[src/include/evt_consts.vh]
/*
 * Constants of the dual channel event timer: register byte offsets, field
 * positions, reset values and the interrupt vector number.
 * Assumes inclusion by bare name from design files compiled with include/.
 */
`ifndef EVT_CONSTS_VH
`define EVT_CONSTS_VH

`define EVT_OFS_CONFIG       12'h000
`define EVT_OFS_COUNT        12'h004
`define EVT_OFS_DIVIDER      12'h008
`define EVT_OFS_CONTROL      12'h00C
`define EVT_OFS_STATUS       12'h010
`define EVT_OFS_MASK         12'h014
`define EVT_OFS_CH0_A        12'h018
`define EVT_OFS_CH0_B        12'h01C
`define EVT_OFS_CH0_AA       12'h020
`define EVT_OFS_CH1_A        12'h024
`define EVT_OFS_CH1_B        12'h028
`define EVT_OFS_CH1_AA       12'h02C
`define EVT_OFS_GP_DIR       12'h030
`define EVT_OFS_GP_DATA      12'h034

`define EVT_CFG_START_POL    0
`define EVT_CFG_END_POL      1
`define EVT_CFG_DONE_ON_END  2
`define EVT_CFG_FREE_RUN     3
`define EVT_CFG_CH_STRIDE    4

`define EVT_RST_CONFIG       8'h00
`define EVT_RST_DIVIDER      16'h0001
`define EVT_RST_CONTROL      2'h0
`define EVT_RST_MASK         2'h3

`define EVT_IRQ_VECTOR       16'h0044

`endif

[src/verilog/evt_timer.v]
/*
 * Dual channel event timer with AHB-Lite register slave.
 * Assumes a single clock hclk, asynchronous active-low reset hresetn,
 * and that the capture pins are asynchronous to hclk.
 */
// Design decisions made here: the AHB-Lite interface to the registers and the register addresses.
`default_nettype none
`include "evt_consts.vh"

// Overview of operation
// - A free-running 16-bit counter is readable through a read-only register.
// - Counter advances at clock divided by divider register, shared by channels.
// - Config bits 0 and 4 pick start edge: set rising, clear falling.
// - A sequence begins on the configured start edge of the channel pin.
// - Three capture registers latch first start, first end, second start.
// - Capture begins only after software sets the channel control bit.
// - Pins driven as outputs feed their written data into capture logic.
// - Config bits 2 and 6: set completes on end, clear on second start.
// - Completion on either channel raises one shared interrupt.
// - Reading the status register clears every bit not set by a completion in that same cycle.
// - Config bits 3 and 7: set free-running, clear single-shot.
// - Single-shot stops after completion until the control bit is set again.
// - Free-running keeps its control bit set and carries on capturing.
// - The interrupt uses vector 0x0044, below encoder, above first pin interrupt.
module evt_timer #(
    parameter CNT_W = 16,
    parameter DIV_W = 16
) (
    input  wire        hclk,
    input  wire        hresetn,
    input  wire        hsel,
    input  wire [31:0] haddr,
    input  wire [1:0]  htrans,
    input  wire        hwrite,
    input  wire [2:0]  hsize,
    input  wire [31:0] hwdata,
    input  wire        hready,
    output reg  [31:0] hrdata,
    output wire        hreadyout,
    output wire        hresp,
    input  wire        capture_input_0,
    input  wire        capture_input_1,
    output wire        gp_pin_ten_out,
    output wire        gp_pin_ten_oe,
    output wire        gp_pin_eleven_out,
    output wire        gp_pin_eleven_oe,
    output wire        event_timer_irq,
    output wire [15:0] event_timer_vector
);
    localparam ST_IDLE = 3'b001;
    localparam ST_WAIT_B = 3'b010;
    localparam ST_WAIT_AA = 3'b100;

    reg  [7:0]       event_timer_config;
    reg  [CNT_W-1:0] event_timer_count;
    reg  [DIV_W-1:0] timebase_divider;
    reg  [DIV_W-1:0] div_cnt;
    reg  [1:0]       capture_control;
    reg  [1:0]       capture_status;
    reg  [1:0]       irq_mask;
    reg  [1:0]       gp_direction;
    reg  [1:0]       gp_output_data;
    wire [CNT_W-1:0] cap_a  [0:1];
    wire [CNT_W-1:0] cap_b  [0:1];
    wire [CNT_W-1:0] cap_aa [0:1];
    wire [2:0]       state  [0:1];
    reg  [1:0]       sync1, sync2, sync3, prev;
    wire [1:0]       done;
    reg              wr_pend;
    reg              rd_pend;
    reg  [11:0]      ap_addr;
    wire [1:0]       pin_in;
    wire [1:0]       ev_rise;
    wire [1:0]       ev_fall;
    wire             ap_take;
    wire [11:0]      rd_addr;

    // Picks one field of a channel from the configuration byte.
    function cfg_bit;
        input [7:0]   cfg;
        input integer ch;
        input integer fld;
        begin
            cfg_bit = cfg[ch*`EVT_CFG_CH_STRIDE + fld];
        end
    endfunction

    assign hreadyout = 1'b1;
    assign hresp     = 1'b0;
    assign event_timer_vector = `EVT_IRQ_VECTOR;
    assign gp_pin_ten_out    = gp_output_data[0];
    assign gp_pin_ten_oe     = gp_direction[0];
    assign gp_pin_eleven_out = gp_output_data[1];
    assign gp_pin_eleven_oe  = gp_direction[1];
    assign event_timer_irq = |(capture_status & irq_mask);

    // Output data loops back into capture.
    assign pin_in = {gp_direction[1] ? gp_output_data[1] : capture_input_1,
                     gp_direction[0] ? gp_output_data[0] : capture_input_0};

    always @(posedge hclk or negedge hresetn) begin
        if (!hresetn) begin
            sync1 <= 2'h0;
            sync2 <= 2'h0;
            sync3 <= 2'h0;
            prev  <= 2'h0;
        end else begin
            sync1 <= pin_in;
            sync2 <= sync1;
            sync3 <= sync2;
            if (sync2 == sync3) begin
                prev <= sync3;
            end
        end
    end
    assign ev_rise = (sync2 == sync3) ? (sync3 & ~prev) : 2'h0;
    assign ev_fall = (sync2 == sync3) ? (~sync3 & prev) : 2'h0;

    always @(posedge hclk or negedge hresetn) begin
        if (!hresetn) begin
            div_cnt           <= {DIV_W{1'b0}};
            event_timer_count <= {CNT_W{1'b0}};
        end else if (div_cnt + 1'b1 >= timebase_divider) begin
            div_cnt           <= {DIV_W{1'b0}};
            event_timer_count <= event_timer_count + 1'b1;
        end else begin
            div_cnt <= div_cnt + 1'b1;
        end
    end

    assign ap_take = hsel && hready && htrans[1];
    assign rd_addr = ap_addr;

    always @(posedge hclk or negedge hresetn) begin
        if (!hresetn) begin
            wr_pend <= 1'b0;
            rd_pend <= 1'b0;
            ap_addr <= 12'h000;
        end else begin
            wr_pend <= ap_take && hwrite;
            rd_pend <= ap_take && !hwrite;
            if (ap_take) begin
                ap_addr <= {haddr[11:2], 2'b00};
            end
        end
    end

    genvar c;
    generate
        for (c = 0; c < 2; c = c + 1) begin : g_ch
            wire             start_ev;
            wire             end_ev;
            wire             free_run;
            wire             done_on_end;
            reg  [2:0]       st;
            reg  [CNT_W-1:0] ca;
            reg  [CNT_W-1:0] cb;
            reg  [CNT_W-1:0] caa;
            reg              dn;
            assign start_ev = cfg_bit(event_timer_config, c, `EVT_CFG_START_POL)
                              ? ev_rise[c] : ev_fall[c];
            assign end_ev = cfg_bit(event_timer_config, c, `EVT_CFG_END_POL)
                            ? ev_rise[c] : ev_fall[c];
            assign free_run    = cfg_bit(event_timer_config, c, `EVT_CFG_FREE_RUN);
            assign done_on_end = cfg_bit(event_timer_config, c, `EVT_CFG_DONE_ON_END);
            assign state[c]    = st;
            assign cap_a[c]    = ca;
            assign cap_b[c]    = cb;
            assign cap_aa[c]   = caa;
            assign done[c]     = dn;

            always @(posedge hclk or negedge hresetn) begin
                if (!hresetn) begin
                    st  <= ST_IDLE;
                    ca  <= {CNT_W{1'b0}};
                    cb  <= {CNT_W{1'b0}};
                    caa <= {CNT_W{1'b0}};
                    dn  <= 1'b0;
                end else begin
                    dn <= 1'b0;
                    case (st)
                        ST_IDLE: begin
                            // Armed by control; start edge begins.
                            if (capture_control[c] && start_ev) begin
                                ca <= event_timer_count;
                                st <= ST_WAIT_B;
                            end
                        end
                        ST_WAIT_B: begin
                            if (end_ev) begin
                                cb <= event_timer_count;
                                if (done_on_end) begin
                                    dn <= 1'b1;
                                    st <= ST_IDLE;
                                end else begin
                                    st <= ST_WAIT_AA;
                                end
                            end
                        end
                        ST_WAIT_AA: begin
                            if (start_ev) begin
                                caa <= event_timer_count;
                                dn  <= 1'b1;
                                st  <= ST_IDLE;
                            end
                        end
                        default: st <= ST_IDLE;
                    endcase
                    if (!capture_control[c]) begin
                        st <= ST_IDLE;
                    end
                end
            end
        end
    endgenerate

    // Register writes, control bits and sticky status.
    always @(posedge hclk or negedge hresetn) begin
        if (!hresetn) begin
            event_timer_config <= `EVT_RST_CONFIG;
            timebase_divider   <= `EVT_RST_DIVIDER;
            capture_control    <= `EVT_RST_CONTROL;
            irq_mask           <= `EVT_RST_MASK;
            gp_direction       <= 2'h0;
            gp_output_data     <= 2'h0;
            capture_status     <= 2'h0;
        end else begin
            if (wr_pend) begin
                case (ap_addr)
                    `EVT_OFS_CONFIG:  event_timer_config <= hwdata[7:0];
                    `EVT_OFS_DIVIDER: timebase_divider   <= hwdata[DIV_W-1:0];
                    `EVT_OFS_CONTROL: capture_control    <= hwdata[1:0];
                    `EVT_OFS_MASK:    irq_mask           <= hwdata[1:0];
                    `EVT_OFS_GP_DIR:  gp_direction       <= hwdata[1:0];
                    `EVT_OFS_GP_DATA: gp_output_data     <= hwdata[1:0];
                    default: ;
                endcase
            end
            if (done[0] && !cfg_bit(event_timer_config, 0, `EVT_CFG_FREE_RUN)) begin
                capture_control[0] <= 1'b0;
            end
            if (done[1] && !cfg_bit(event_timer_config, 1, `EVT_CFG_FREE_RUN)) begin
                capture_control[1] <= 1'b0;
            end
            // Read clears; completion sets, winning over the clear.
            capture_status <= ((rd_pend && ap_addr == `EVT_OFS_STATUS)
                               ? 2'h0 : capture_status) | done;
        end
    end

    always @* begin
        case (rd_addr)
            `EVT_OFS_CONFIG:  hrdata = {24'h000000, event_timer_config};
            `EVT_OFS_COUNT:   hrdata = {{(32-CNT_W){1'b0}}, event_timer_count};
            `EVT_OFS_DIVIDER: hrdata = {{(32-DIV_W){1'b0}}, timebase_divider};
            `EVT_OFS_CONTROL: hrdata = {30'h00000000, capture_control};
            `EVT_OFS_STATUS:  hrdata = {30'h00000000, capture_status};
            `EVT_OFS_MASK:    hrdata = {30'h00000000, irq_mask};
            `EVT_OFS_CH0_A:   hrdata = {{(32-CNT_W){1'b0}}, cap_a[0]};
            `EVT_OFS_CH0_B:   hrdata = {{(32-CNT_W){1'b0}}, cap_b[0]};
            `EVT_OFS_CH0_AA:  hrdata = {{(32-CNT_W){1'b0}}, cap_aa[0]};
            `EVT_OFS_CH1_A:   hrdata = {{(32-CNT_W){1'b0}}, cap_a[1]};
            `EVT_OFS_CH1_B:   hrdata = {{(32-CNT_W){1'b0}}, cap_b[1]};
            `EVT_OFS_CH1_AA:  hrdata = {{(32-CNT_W){1'b0}}, cap_aa[1]};
            `EVT_OFS_GP_DIR:  hrdata = {30'h00000000, gp_direction};
            `EVT_OFS_GP_DATA: hrdata = {30'h00000000, gp_output_data};
            default:          hrdata = 32'h00000000;
        endcase
    end
endmodule // evt_timer
`default_nettype wire

[config.mk]
export PLATFORM = sky130hd
export DESIGN_NAME = evt_timer
export DESIGN_NICKNAME = d
export VERILOG_FILES = /design/src/verilog/evt_timer.v
export VERILOG_INCLUDE_DIRS = /design/src /design/src/include
export SDC_FILE = /design/constraint.sdc
export NUM_CORES = 1
export LEC_CHECK = 0
export BUFFER_PORTS_ARGS = -buffer_cell sky130_fd_sc_hd__buf_2
export CAP_MARGIN = 5
export CORE_MARGIN = 4
export CORE_UTILIZATION = 45
export CTS_CLUSTER_SIZE = 28
export DETAILED_ROUTE_END_ITERATION = 16
export GPL_TIMING_DRIVEN = 0
export MAX_ROUTING_LAYER = met4
export PLACE_DENSITY_LB_ADDON = 0.12
export RECOVER_POWER = 25
export SYNTH_ARGS = -nofsm -noshare
export SYNTH_HDL_FRONTEND = slang
export SYNTH_SLANG_ARGS = --single-unit
[constraint.sdc]
create_clock -name hclk -period 2.74 [get_ports hclk]
set_input_delay 0.137 -clock hclk [delete_from_list [all_inputs] [get_ports hclk]]
set_output_delay 0.137 -clock hclk [all_outputs]
set_load 0.05 [all_outputs]
; Word level (Yosys, flattened, before mapping)
; Index checks and enable logic that the tools add are counted.
[totals]
out_inout_bits = 55
wordCells = 130
latch_bits = 0
romBits = 0
ram_bits = 0
input_bits = 76
memories = 0
ff_bits = 190
[classes]
div_mod_pow = 0
reduce_logical = 33
n_eq_ne = 26
n_shift = 0
bitwise_logic = 6
muxes = 35
mul = 0
n_addsub = 2
order_cmp = 1
[ops]
columns = operator, n
row1 = case mux 16 bit (14 select lines), 1
row2 = "== test 10 x 4 -> 1 bit, second input constant", 6
row3 = "== test 10 x 3 -> 1 bit, second input constant", 4
row4 = "adder 16 x 1 -> 16 bit, second input constant", 2
row5 = two-way mux 3 bit, 10
row6 = AND reduction 2 bit, 13
row7 = "== test 10 x 2 -> 1 bit, second input constant", 2
row8 = "!= test 3 bit, second input constant", 6
row9 = case mux 3 bit (3 select lines), 2
row10 = >= comparator 16 bit, 1
row11 = two-way mux 16 bit, 1
row12 = two-way mux 1 bit, 14
row13 = zero test 12 bit, 1
row14 = "== test 10 x 1 -> 1 bit, second input constant", 1
row15 = two-way mux 2 bit, 5
row16 = logical AND 1 bit, 9
row17 = nonzero test 2 bit, 4
row18 = AND 2 bit, 3
row19 = "== test 3 x 1 -> 1 bit, second input constant", 2
row20 = "== test 3 x 2 -> 1 bit, second input constant", 2
row21 = "== test 3 bit, second input constant", 2
row22 = AND reduction 3 bit, 2
row23 = inverter 2 bit, 2
row24 = case mux 1 bit (2 select lines), 2
row25 = 4 further kinds, 6

; Logic depth before layout (Yosys ltp)
; Gate-level depths: netlist (run 1).
[depth]
word_depth = 8
depth_mapped = 13

; Worst setup path after synthesis (run 1)
; Ideal clock, no wire load.
[synth_timing]
path_type = reg-to-reg
startpoint = register div_cnt[2]
endpoint = register event_timer_count[9]
setup_ns = 0.131
slack_ns = -0.028
arrival_ns = 2.637
stages_incl_launch_ff = 14
path_cell_list = dfrtp_1 > and4_1 > and4_1 > nand2_1 > nor2_1 > xor2_1 > ha_1 > nand4_1 > nor3_1 > o311ai_1 > nand3_1 > clkbuf_1 > nand4_1 > xnor2_1
[synth_between]
elab_chain_cells = 2
[synth_lines]
columns = item, line_no
row1 = start: declaration, evt_timer.v:57  ; reg [DIV_W-1:0] div_cnt;
row2 = start signal: assignment, evt_timer.v:121  ; div_cnt <= {DIV_W{1'b0}};
row3 = start signal: assignment, evt_timer.v:124  ; div_cnt <= {DIV_W{1'b0}};
row4 = start signal: assignment, evt_timer.v:127  ; div_cnt <= div_cnt + 1'b1;
row5 = adder 16 x 1 -> 16 bit, evt_timer.v:123  ; end else if (div_cnt + 1'b1 >= timebase_divider) begin
row6 = >= comparator 16 bit, evt_timer.v:123
row7 = end signal: assignment, evt_timer.v:122  ; event_timer_count <= {CNT_W{1'b0}};
row8 = end signal: assignment, evt_timer.v:125  ; event_timer_count <= event_timer_count + 1'b1;
row9 = end: declaration, evt_timer.v:55  ; reg [CNT_W-1:0] event_timer_count;
; Every way passes these cells.
; A chain may end at the register's enable or synchronous reset.

; Worst setup path after layout (run 1)
; Same ends and word-level chain as after synthesis.

==> metrics.csv, run 1 <==
metric,value,unit
cell count after synthesis,788,
Crit. End Element,register,
worst hold path class,in -> reg,
DP Cell Count,1145,
gr ovfl total,0,
number of synthesized flops with an enable pin,0,
Worst EP arrival,3110,ps
multi-input logic area,4470,µm²
TritonCTS sink count,190,
drt first-iter violations,487,
clock buffer depth,2,
post-synth top area share,49.4,%
Critical Path RT,3040,ps
Final period util,103,%
initial antenna violation count,0,
NumNets Final,1035,
DP Wirelength,16900,µm
worst reg2reg path depth,13,
PD cells,572,nW/µm²
most frequent cells in the layout,"184 x dfrtp_1, 95 x mux2_2, 73 x buf_4",
CP max FO,5,
post-DR wirelength/cell,19.9,µm
die area,23200,µm²
remaining antenna violation count,0,
outcome,"finished, violations left",
YS warnings,0,
GR Util All Layers,21.7,%
Worst path max stage delay,370,ps
# Max-Cap Violations,1,
WHS Endpoint,gp_output_data[0]$_DFFE_PN0P_,
DRT Pass-1 Iters,5,
skew final,13.9,ps
RSZ-0062 raised after global routing,yes,
Final min period,2810,ps
via count,6703,
fmax,356,MHz
Final Instance Area,11600,µm²
post-synthesis async set-or-reset flop share,100,%
final cell count without fillers,1224,
"Seq/Total Area, Yosys",50.8,%
CTS tree,done,
failing checks,"max-capacitance violations, max-slew violations, negative setup slack",
input/output buffers,54,
CP max stage cell,dfrtp_1,
io pins,131,
Worst R2R End,event_timer_count[9]$_DFFE_PN0P_,
Hold Worst Slack,36.3,ps
worst hold path cell count,2,
endpoints failing hold,0,
Max H-tree Level,4,
pin count of the biggest net entering global routing,114,
total routed wirelength,24400,µm
syn_area_per_cell,11.9,µm²
fin util,56.9,%
Reg2Reg Launch Point,div_cnt[2]$_DFF_PN0_,
CTS Buf Count,17,
clock root cell,clkbuf_16,
# rows,52,
diode count,0,
Worst-Skew Late Latency,440,ps
Worst VDD drop,0.395,mV
worst setup path class,reg -> reg,
crit path cell chain,and4_4 -> and4_4 -> nand3_4 -> nor2_4 -> xor2_2 -> ha_1 -> nand4_1 -> nor3_4 -> o311ai_4 -> nand3_4 -> buf_8 -> nand4_1 -> xnor2_1,
Worst-path clk slew,70,ps
"Top FF cell, synth",dfrtp_1,
Starting Density,46.0,%
die height,152,µm
first-pass GRT wire length,38500,µm
Die Wd,152,µm
synthesis-stage register bit count,190,
via/cell ratio,5.48,
Slew headroom,-30.6,%
Core Region,20400,µm²
startpoint types,register,
Fillers,1717,
area grow syn2layout,23.7,%
Leakage,5.59,nW
reg2reg setup slack,-70,ps
"Worst Setup Slack, final",-70.9,ps
Residual DRC,0,
actual slew at the worst max-slew pin,1960,ps
Setup-failing EPs final,13,
fraction of layout cells with a size suffix above 1,34.6,%
Mapped Area,9360,µm²
"Distinct cells, synth",63,
"most common cell after layout, fill and taps aside",dfrtp_1,
Final TNS setup,-289,ps
dominant cells by area after synthesis,"dfrtp_1 49%, mux2_2 12%, mux2_1 3.6%",
vias in the first global route,6977,
final RePlAce weighted congestion,0.844,
Synth area leader,dfrtp_1,
min-delay src,hwdata[0],
placed inst area,10100,µm²
Slew Limit Fails,78,
Reg area,4760,µm²
==> cell usage after synthesis (all sizes together), types with 4 or more instances <==
library cell and instances:
nand4 17, ha 18, nand2 43, nor2b 20, a221oi 7, xor2 6
dfrtp 185, a21o 4, buf 52, a222oi 7, nor4b 6, and4 4
inv 24, a21oi 25, dfstp 5, clkbuf 21, xnor2 25, and4b 4
nand2b 7, mux2i 5, o21ai 17, nor3 10, nand3 25, nor2 41
mux2 136, a22oi 39
==> logic make-up (layout without fill, tap and decap cells) <==
kind of cell               after synthesis  count (layout)  share of synthesized area [%]
xor gates and xnor gates                31              31                           2.98
AOI/OAI and AO/OA                      112             112                           8.30
other                                    2              34                         0.0802
buffers and inverters                   97             231                           5.72
DFF                                    190             190                           50.8
adders and majority gates               18              18                           2.41
and+or+nand+nor                        196             196                           12.1
muxes                                  142             142                           17.5
==> worst max-delay path by stage <==
| stage | startpoint | endpoint | slack, ps | cells after the start |
|---|---|---|---|---|
| 2_1_floorplan | div_cnt[2]$_DFF_PN0_ | event_timer_count[8]$_DFFE_PN0P_ | 30 | 13 |
| 3_3_place_gp | hresetn | g_ch[0].ca[5]$_DFFE_PN0P_ | -1500 | 1 |
| 3_5_place_dp | div_cnt[2]$_DFF_PN0_ | event_timer_count[5]$_DFFE_PN0P_ | -630 | 13 |
| 4_1_cts | div_cnt[4]$_DFF_PN0_ | event_timer_count[10]$_DFFE_PN0P_ | -50 | 13 |
| 5_1_grt | div_cnt[5]$_DFF_PN0_ | event_timer_count[1]$_DFFE_PN0P_ | -160 | 12 |
| 6_report | div_cnt[2]$_DFF_PN0_ | event_timer_count[9]$_DFFE_PN0P_ | -70 | 13 |
==> per-stage QoR <==
stage	power, mW	worst slack [ps]
after floorplan	3.60	28.7
after global routing	6.91	-157
after global placement	3.81	-1500
final	6.63	-70.9
after CTS	6.62	-49.8
after detailed placement	3.84	-633
==> metal layers <==
layer  track usage [%]  wire [µm]  up-vias
li1                  -          -     3077
met1              27.7      10600     3402
met2              35.6      12200      202
met3              4.35       1250       22
met4              5.82        380        0
met5                 -          0        -
==> critical path: cells and delay by family, from the launching register on <==
family / cells / cell delay, ps
AND/OR/NAND/NOR: 8 / 1420
buffers and inverters: 1 / 130
flip-flops: 1 / 370
AO/OA/AOI/OAI: 1 / 170
XOR/XNOR: 2 / 270
adder cells (fa/ha/maj): 1 / 310
==> cell type report <==
cell class | instances | area share, %
timing repair buffer | 104 | 6.83
tap | 270 | 2.92
multi-input combinational | 533 | 38.5
sequential | 190 | 41.1
clock inverter | 12 | 1.58
clock buffer | 20 | 3.86
inverter | 24 | 0.778
buffer | 71 | 4.41
==> sequential cells by signal (all words and copies together) (netlist names), 6 cells and up <==
name,cells
g_ch.st,6
event_timer_config,8
g_ch.cb,32
timebase_divider,16
g_ch.caa,32
div_cnt,16
ap_addr,10
event_timer_count,16
g_ch.ca,32
==> report_power, final <==
group | internal, mW | switching [mW] | total (mW)
clock | 1.57 | 1.10 | 2.66
combinational | 0.392 | 0.535 | 0.927
sequential | 2.92 | 0.126 | 3.04
==> what timing repair did <==
item / in CTS / in global routing
endpoints found under the setup margin: 48 / 48
cloned: 1 / 0
setup buffers: 15 / 5
hold endpoints to repair: 106 / 0
hold buffers: 28 / 0
pin swaps: 17 / 8
resized for setup: 67 / 36
Note: power is estimated with default switching activity, not from simulation.
==> run 2: changes to the inputs <==
RECOVER_POWER = 100   (was 25)
==> run 2 against run 1 <==
Against the previous run:
- the flow still finishes with violations (max-capacitance violations, max-slew violations, negative setup slack)
- clock skew fell by 0.91 ps
- power shrank 0.17%
- cell area shrank 0.62%
- critical endpoint unchanged
- sequential power about the same
- clock-buffer cell count unchanged
==> metrics.csv, run 2 (synthesis gave the netlist of run 1 again) <==
metric,value,unit,change
placed inst area,10100,µm²,unchanged
# rows,52,,unchanged
initial antenna violation count,0,,unchanged
DRT Pass-1 Iters,6,,+1
diode count,0,,unchanged
via count,6699,,-0.060%
outcome,"finished, violations left",,
Die Wd,152,µm,unchanged
WL met2,12100,µm,-0.69%
remaining antenna violation count,0,,unchanged
startpoint types,register,,
clock buffer depth,2,,unchanged
worst hold path class,in -> reg,,
clock root cell,clkbuf_16,,
Hold Worst Slack,28.5,ps,-7.74 ps
Slew headroom,-28.3,%,+2.2 points
Slew Limit Fails,78,,unchanged
DR WL met3,1240,µm,-0.72%
TritonCTS sink count,190,,unchanged
total routed wirelength,24300,µm,-0.31%
vias in the first global route,6977,,unchanged
final RePlAce weighted congestion,0.844,,unchanged
area grow syn2layout,23.0,%,
RSZ-0062 raised after global routing,yes,,
Starting Density,46.0,%,unchanged
fmax,355,MHz,-0.29%
skew final,13.0,ps,-0.911 ps
reg2reg setup slack,-80,ps,about the same
Worst VDD drop,0.395,mV,-0.21%
dpl ws,-633,ps,unchanged
GR Util All Layers,21.7,%,unchanged
top sig layer,met4,,
via/cell ratio,5.47,,about the same
pin count of the biggest net entering global routing,114,,unchanged
Worst-Skew Late Latency,440,ps,about the same
Fillers,1728,,+0.64%
"Worst Setup Slack, final",-79.2,ps,-8.30 ps
die height,152,µm,unchanged
fin util,56.5,%,-0.35 points
# Max-Cap Violations,1,,unchanged
Final Instance Area,11500,µm²,-0.62%
Core Region,20400,µm²,unchanged
fraction of layout cells with a size suffix above 1,33.1,%,-1.5 points
Worst-path clk slew,70,ps,about the same
Reg2Reg Launch Point,div_cnt[5]$_DFF_PN0_,,
CP max FO,5,,unchanged
Worst R2R End,event_timer_count[9]$_DFFE_PN0P_,,
gr ovfl total,0,,unchanged
input/output buffers,54,,unchanged
Worst EP arrival,3120,ps,about the same
PD cells,575,nW/µm²,+0.44%
CTS tree,done,,
Final min period,2820,ps,+8.30 ps
WHS Endpoint,timebase_divider[0]$_DFFE_PN1P_,,
Design Power,6.62,mW,-0.17%
min-delay src,hwdata[0],,
post-DR wirelength/cell,19.8,µm,-0.31%
Setup-failing EPs final,20,,+7
endpoints failing hold,0,,unchanged
io pins,131,,unchanged
Final period util,103,%,+0.30 points
die area,23200,µm²,unchanged
Top Registers,"g_ch.ca: 32 flops, g_ch.caa: 32 flops, g_ch.cb: 32 flops",,
Max H-tree Level,4,,unchanged
worst reg2reg path depth,13,,unchanged
worst setup path class,reg -> reg,,
DP Wirelength,16900,µm,unchanged
first-pass GRT wire length,38500,µm,unchanged
NumNets Final,1035,,unchanged
CTS Buf Count,17,,unchanged
routed length on met1,10600,µm,about the same
actual slew at the worst max-slew pin,1930,ps,-33.7 ps
Critical Path RT,3040,ps,about the same
Crit. End Element,register,,
worst hold path cell count,2,,unchanged
Leakage,5.53,nW,-1.1%
"most common cell after layout, fill and taps aside",dfrtp_1,,
most frequent cells in the layout,"184 x dfrtp_1, 95 x mux2_2, 68 x buf_4",,
Residual DRC,0,,unchanged
failing checks,"max-capacitance violations, max-slew violations, negative setup slack",,
drt first-iter violations,484,,-0.62%
[run 2: changes by cell type in the layout (fill, tap and decap cells not counted), sizes merged]
cell	change
buf	-14
clkbuf	+14
[run 2: stage by stage]
step | instances | setup TNS (ps)
2_1_floorplan | 820 | 0
3_3_place_gp | 1144 | -286800
3_5_place_dp | 1145 | -15340
4_1_cts | 1219 | -148
5_1_grt | 1224 | -5940
6_report | 1224 | -415
[run 2: timing repair]
item / in CTS / in global routing
endpoints found under the setup margin: 48 / 48
cloned: 1 / 0
resized for setup: 67 / 36
setup buffers: 15 / 5
hold buffers: 28 / 0
pin swaps: 17 / 8
hold endpoints to repair: 106 / 0
[run 2: where the power goes]
group	switching, mW	leakage, nW	internal, mW	total, mW
combinational	0.532	2.69	0.382	0.914
sequential	0.126	2.53	2.92	3.04
clock	1.10	0.303	1.56	2.66
total	1.76	5.53	4.86	6.62
[run 2: cell type report]
class	count	area [µm²]	share of cell area, %
buffer	71	502	4.36
clock buffer	20	447	3.88
clock inverter	12	183	1.59
inverter	24	90.1	0.782
multi-input combinational	533	4430	38.5
sequential	190	4760	41.4
tap	270	338	2.93
timing repair buffer	104	761	6.61
[run 2: metal layers]
metal	vias up	global-route usage (%)
li1	3068	-
met1	3404	27.7
met2	197	35.6
met3	30	4.35
met4	0	5.82
met5	-	-
[run 2: how the worst max path moves through the flow]
stage,start,endpoint,cells after the start,slack [ps]
floorplan,div_cnt[2]$_DFF_PN0_,event_timer_count[8]$_DFFE_PN0P_,13,30
global placement,hresetn,g_ch[0].ca[5]$_DFFE_PN0P_,1,-1500
detailed placement,div_cnt[2]$_DFF_PN0_,event_timer_count[5]$_DFFE_PN0P_,13,-630
CTS,div_cnt[4]$_DFF_PN0_,event_timer_count[10]$_DFFE_PN0P_,13,-50
global route,div_cnt[5]$_DFF_PN0_,event_timer_count[1]$_DFFE_PN0P_,12,-160
finish,div_cnt[5]$_DFF_PN0_,event_timer_count[9]$_DFFE_PN0P_,13,-80
[run 2: worst max-delay path: stages, from the launching register on]
cell,delay (ps)
dfrtp_1,370
and4_4,230
and4_4,260
nand3_4,90
nor2_4,120
xor2_2,90
ha_1,310
nand4_1,190
nor3_4,250
o311ai_4,170
nand3_4,140
buf_8,130
nand4_1,140
xnor2_1,180
==> run 3: changes to the inputs <==
RECOVER_POWER = 50   (was 100)
==> run 3 against run 2 <==
Against the previous run:
- flip-flop and latch count stayed put
- wire length is 0.39% higher
- power is 0.15% higher
- core utilization is 0.25 points higher
- the flow still finishes with violations (max-capacitance violations, max-slew violations, negative setup slack)
- worst hold slack better by 6.0 ps
- fmax is 0.52% higher
- highest routed layer unchanged
- combinational power is 1% higher
==> metrics.csv, run 3 (synthesis gave the netlist of run 1 again) <==
metric,value,unit,change
outcome,"finished, violations left",,
failing checks,"max-capacitance violations, max-slew violations, negative setup slack",,
CTS Buf Count,17,,unchanged
diode count,0,,unchanged
"most common cell after layout, fill and taps aside",dfrtp_1,,
Worst-Skew Late Latency,440,ps,about the same
CP max FO,5,,unchanged
pin count of the biggest net entering global routing,114,,unchanged
fraction of layout cells with a size suffix above 1,34.1,%,+0.94 points
initial antenna violation count,0,,unchanged
Top Family by Delay on Critical Path,simple AND/OR/NAND/NOR gates,,
post-DR wirelength/cell,19.9,µm,+0.39%
DRT Pass-1 Iters,7,,+1
"Worst Setup Slack, final",-64.6,ps,+14.5 ps
Residual DRC,0,,unchanged
area grow syn2layout,23.5,%,
Critical Path RT,3040,ps,about the same
via count,6704,,+0.075%
crit path cell chain,and4_4 -> and4_4 -> nand3_4 -> nor2_4 -> xor2_2 -> ha_1 -> nand4_1 -> nor3_4 -> o311ai_4 -> nand3_4 -> buf_8 -> nand4_1 -> xnor2_1,,
worst setup path class,reg -> reg,,
Design Power,6.63,mW,+0.15%
skew final,12.8,ps,-0.177 ps
clock root cell,clkbuf_16,,
io pins,131,,unchanged
drt first-iter violations,469,,-3.1%
Max H-tree Level,4,,unchanged
Worst-path clk slew,70,ps,about the same
final RePlAce weighted congestion,0.844,,unchanged
CTS tree,done,,
most frequent cells in the layout,"184 x dfrtp_1, 95 x mux2_2, 73 x buf_4",,
actual slew at the worst max-slew pin,1940,ps,+10.4 ps
total routed wirelength,24400,µm,+0.39%
Leakage,5.56,nW,+0.66%
startpoint types,register,,
die height,152,µm,unchanged
TritonCTS sink count,190,,unchanged
gr ovfl total,0,,unchanged
worst hold path class,in -> reg,,
Core Region,20400,µm²,unchanged
Final min period,2800,ps,-14.5 ps
Slew headroom,-29.0,%,-0.69 points
# rows,52,,unchanged
die area,23200,µm²,unchanged
vias in the first global route,6977,,unchanged
dpl ws,-633,ps,unchanged
Worst VDD drop,0.396,mV,+0.45%
DP Wirelength,16900,µm,unchanged
Bufs and invs on worst path,1,,unchanged
fmax,357,MHz,+0.52%
first-pass GRT wire length,38500,µm,unchanged
Worst EP arrival,3110,ps,about the same
Slew Limit Fails,78,,unchanged
fin util,56.8,%,+0.25 points
Crit. End Element,register,,
input/output buffers,54,,unchanged
RSZ-0062 raised after global routing,yes,,
Final period util,102,%,-0.53 points
placed inst area,10100,µm²,unchanged
CP max stage cell,dfrtp_1,,
NumNets Final,1035,,unchanged
remaining antenna violation count,0,,unchanged
Hold Worst Slack,34.5,ps,+6.00 ps
Starting Density,46.0,%,unchanged
Top Registers,"g_ch.ca: 32 flops, g_ch.caa: 32 flops, g_ch.cb: 32 flops",,
Die Wd,152,µm,unchanged
Final Instance Area,11600,µm²,+0.45%
GR Util All Layers,21.7,%,unchanged
# Max-Cap Violations,1,,unchanged
Setup-failing EPs final,8,,-60%
endpoints failing hold,0,,unchanged
PD cells,573,nW/µm²,-0.30%
clock buffer depth,2,,unchanged
via/cell ratio,5.48,,about the same
Worst path max stage delay,370,ps,about the same
-- run 3: cell count changes in the layout (fill, tap and decap cells not counted), moves of 2 or more --
cell      change
buf_2         +3
o21ai_1       +2
buf_4         +5
clkbuf_1      -4
nand2_2       +2
clkbuf_4      -5
o21ai_0       -3
nand2_1       -2
-- run 3: per-layer routing --
metal / vias up / wire length (µm) / global-route usage [%]
li1: 3071 / - / -
met1: 3406 / 10600 / 27.7
met2: 201 / 12200 / 35.6
met3: 26 / 1220 / 4.35
met4: 0 / 390 / 5.82
met5: - / 0 / -
-- run 3: per-stage QoR --
stage | std cells | TNS, ps
floorplan | 820 | 0
global placement | 1144 | -286800
detailed placement | 1145 | -15340
CTS | 1219 | -148
global route | 1224 | -2330
finish | 1224 | -216
-- run 3: path summary, 6_finish.rpt --
kind,startpoint,end,slack [ps],cells after the start
max,div_cnt[2]$_DFF_PN0_,event_timer_count[9]$_DFFE_PN0P_,-60,13
max reg2reg,div_cnt[2]$_DFF_PN0_,event_timer_count[9]$_DFFE_PN0P_,-60,13
min in group asynchronous,hresetn,div_cnt[11]$_DFF_PN0_,800,2
min reg2reg,sync1[1]$_DFF_PN0_,sync2[1]$_DFF_PN0_,350,0
max in group asynchronous,hresetn,g_ch[0].caa[2]$_DFFE_PN0P_,510,3
min,hwdata[0],gp_output_data[0]$_DFFE_PN0P_,30,2
-- run 3: repair_timing --
action,4_1_cts,5_1_grt
cloned,1,0
setup endpoints to repair,48,48
hold buffers,28,0
endpoints found under the hold margin,106,0
gates resized for setup,67,36
pin swaps,17,8
buffers inserted,15,5
-- run 3: layout make-up --
type | instances | area [µm²]
clock buffer | 20 | 447
sequential | 190 | 4760
multi-input combinational | 533 | 4460
clock inverter | 12 | 183
timing repair buffer | 104 | 778
buffer | 71 | 510
inverter | 24 | 90.1
tap | 270 | 338
fill | 1720 | 8800
-- run 3: where the power goes --
group	switching, mW	total (mW)	internal [mW]
registers	0.125	3.04	2.92
clock network	1.10	2.66	1.57
logic	0.535	0.924	0.390
total	1.76	6.63	4.87
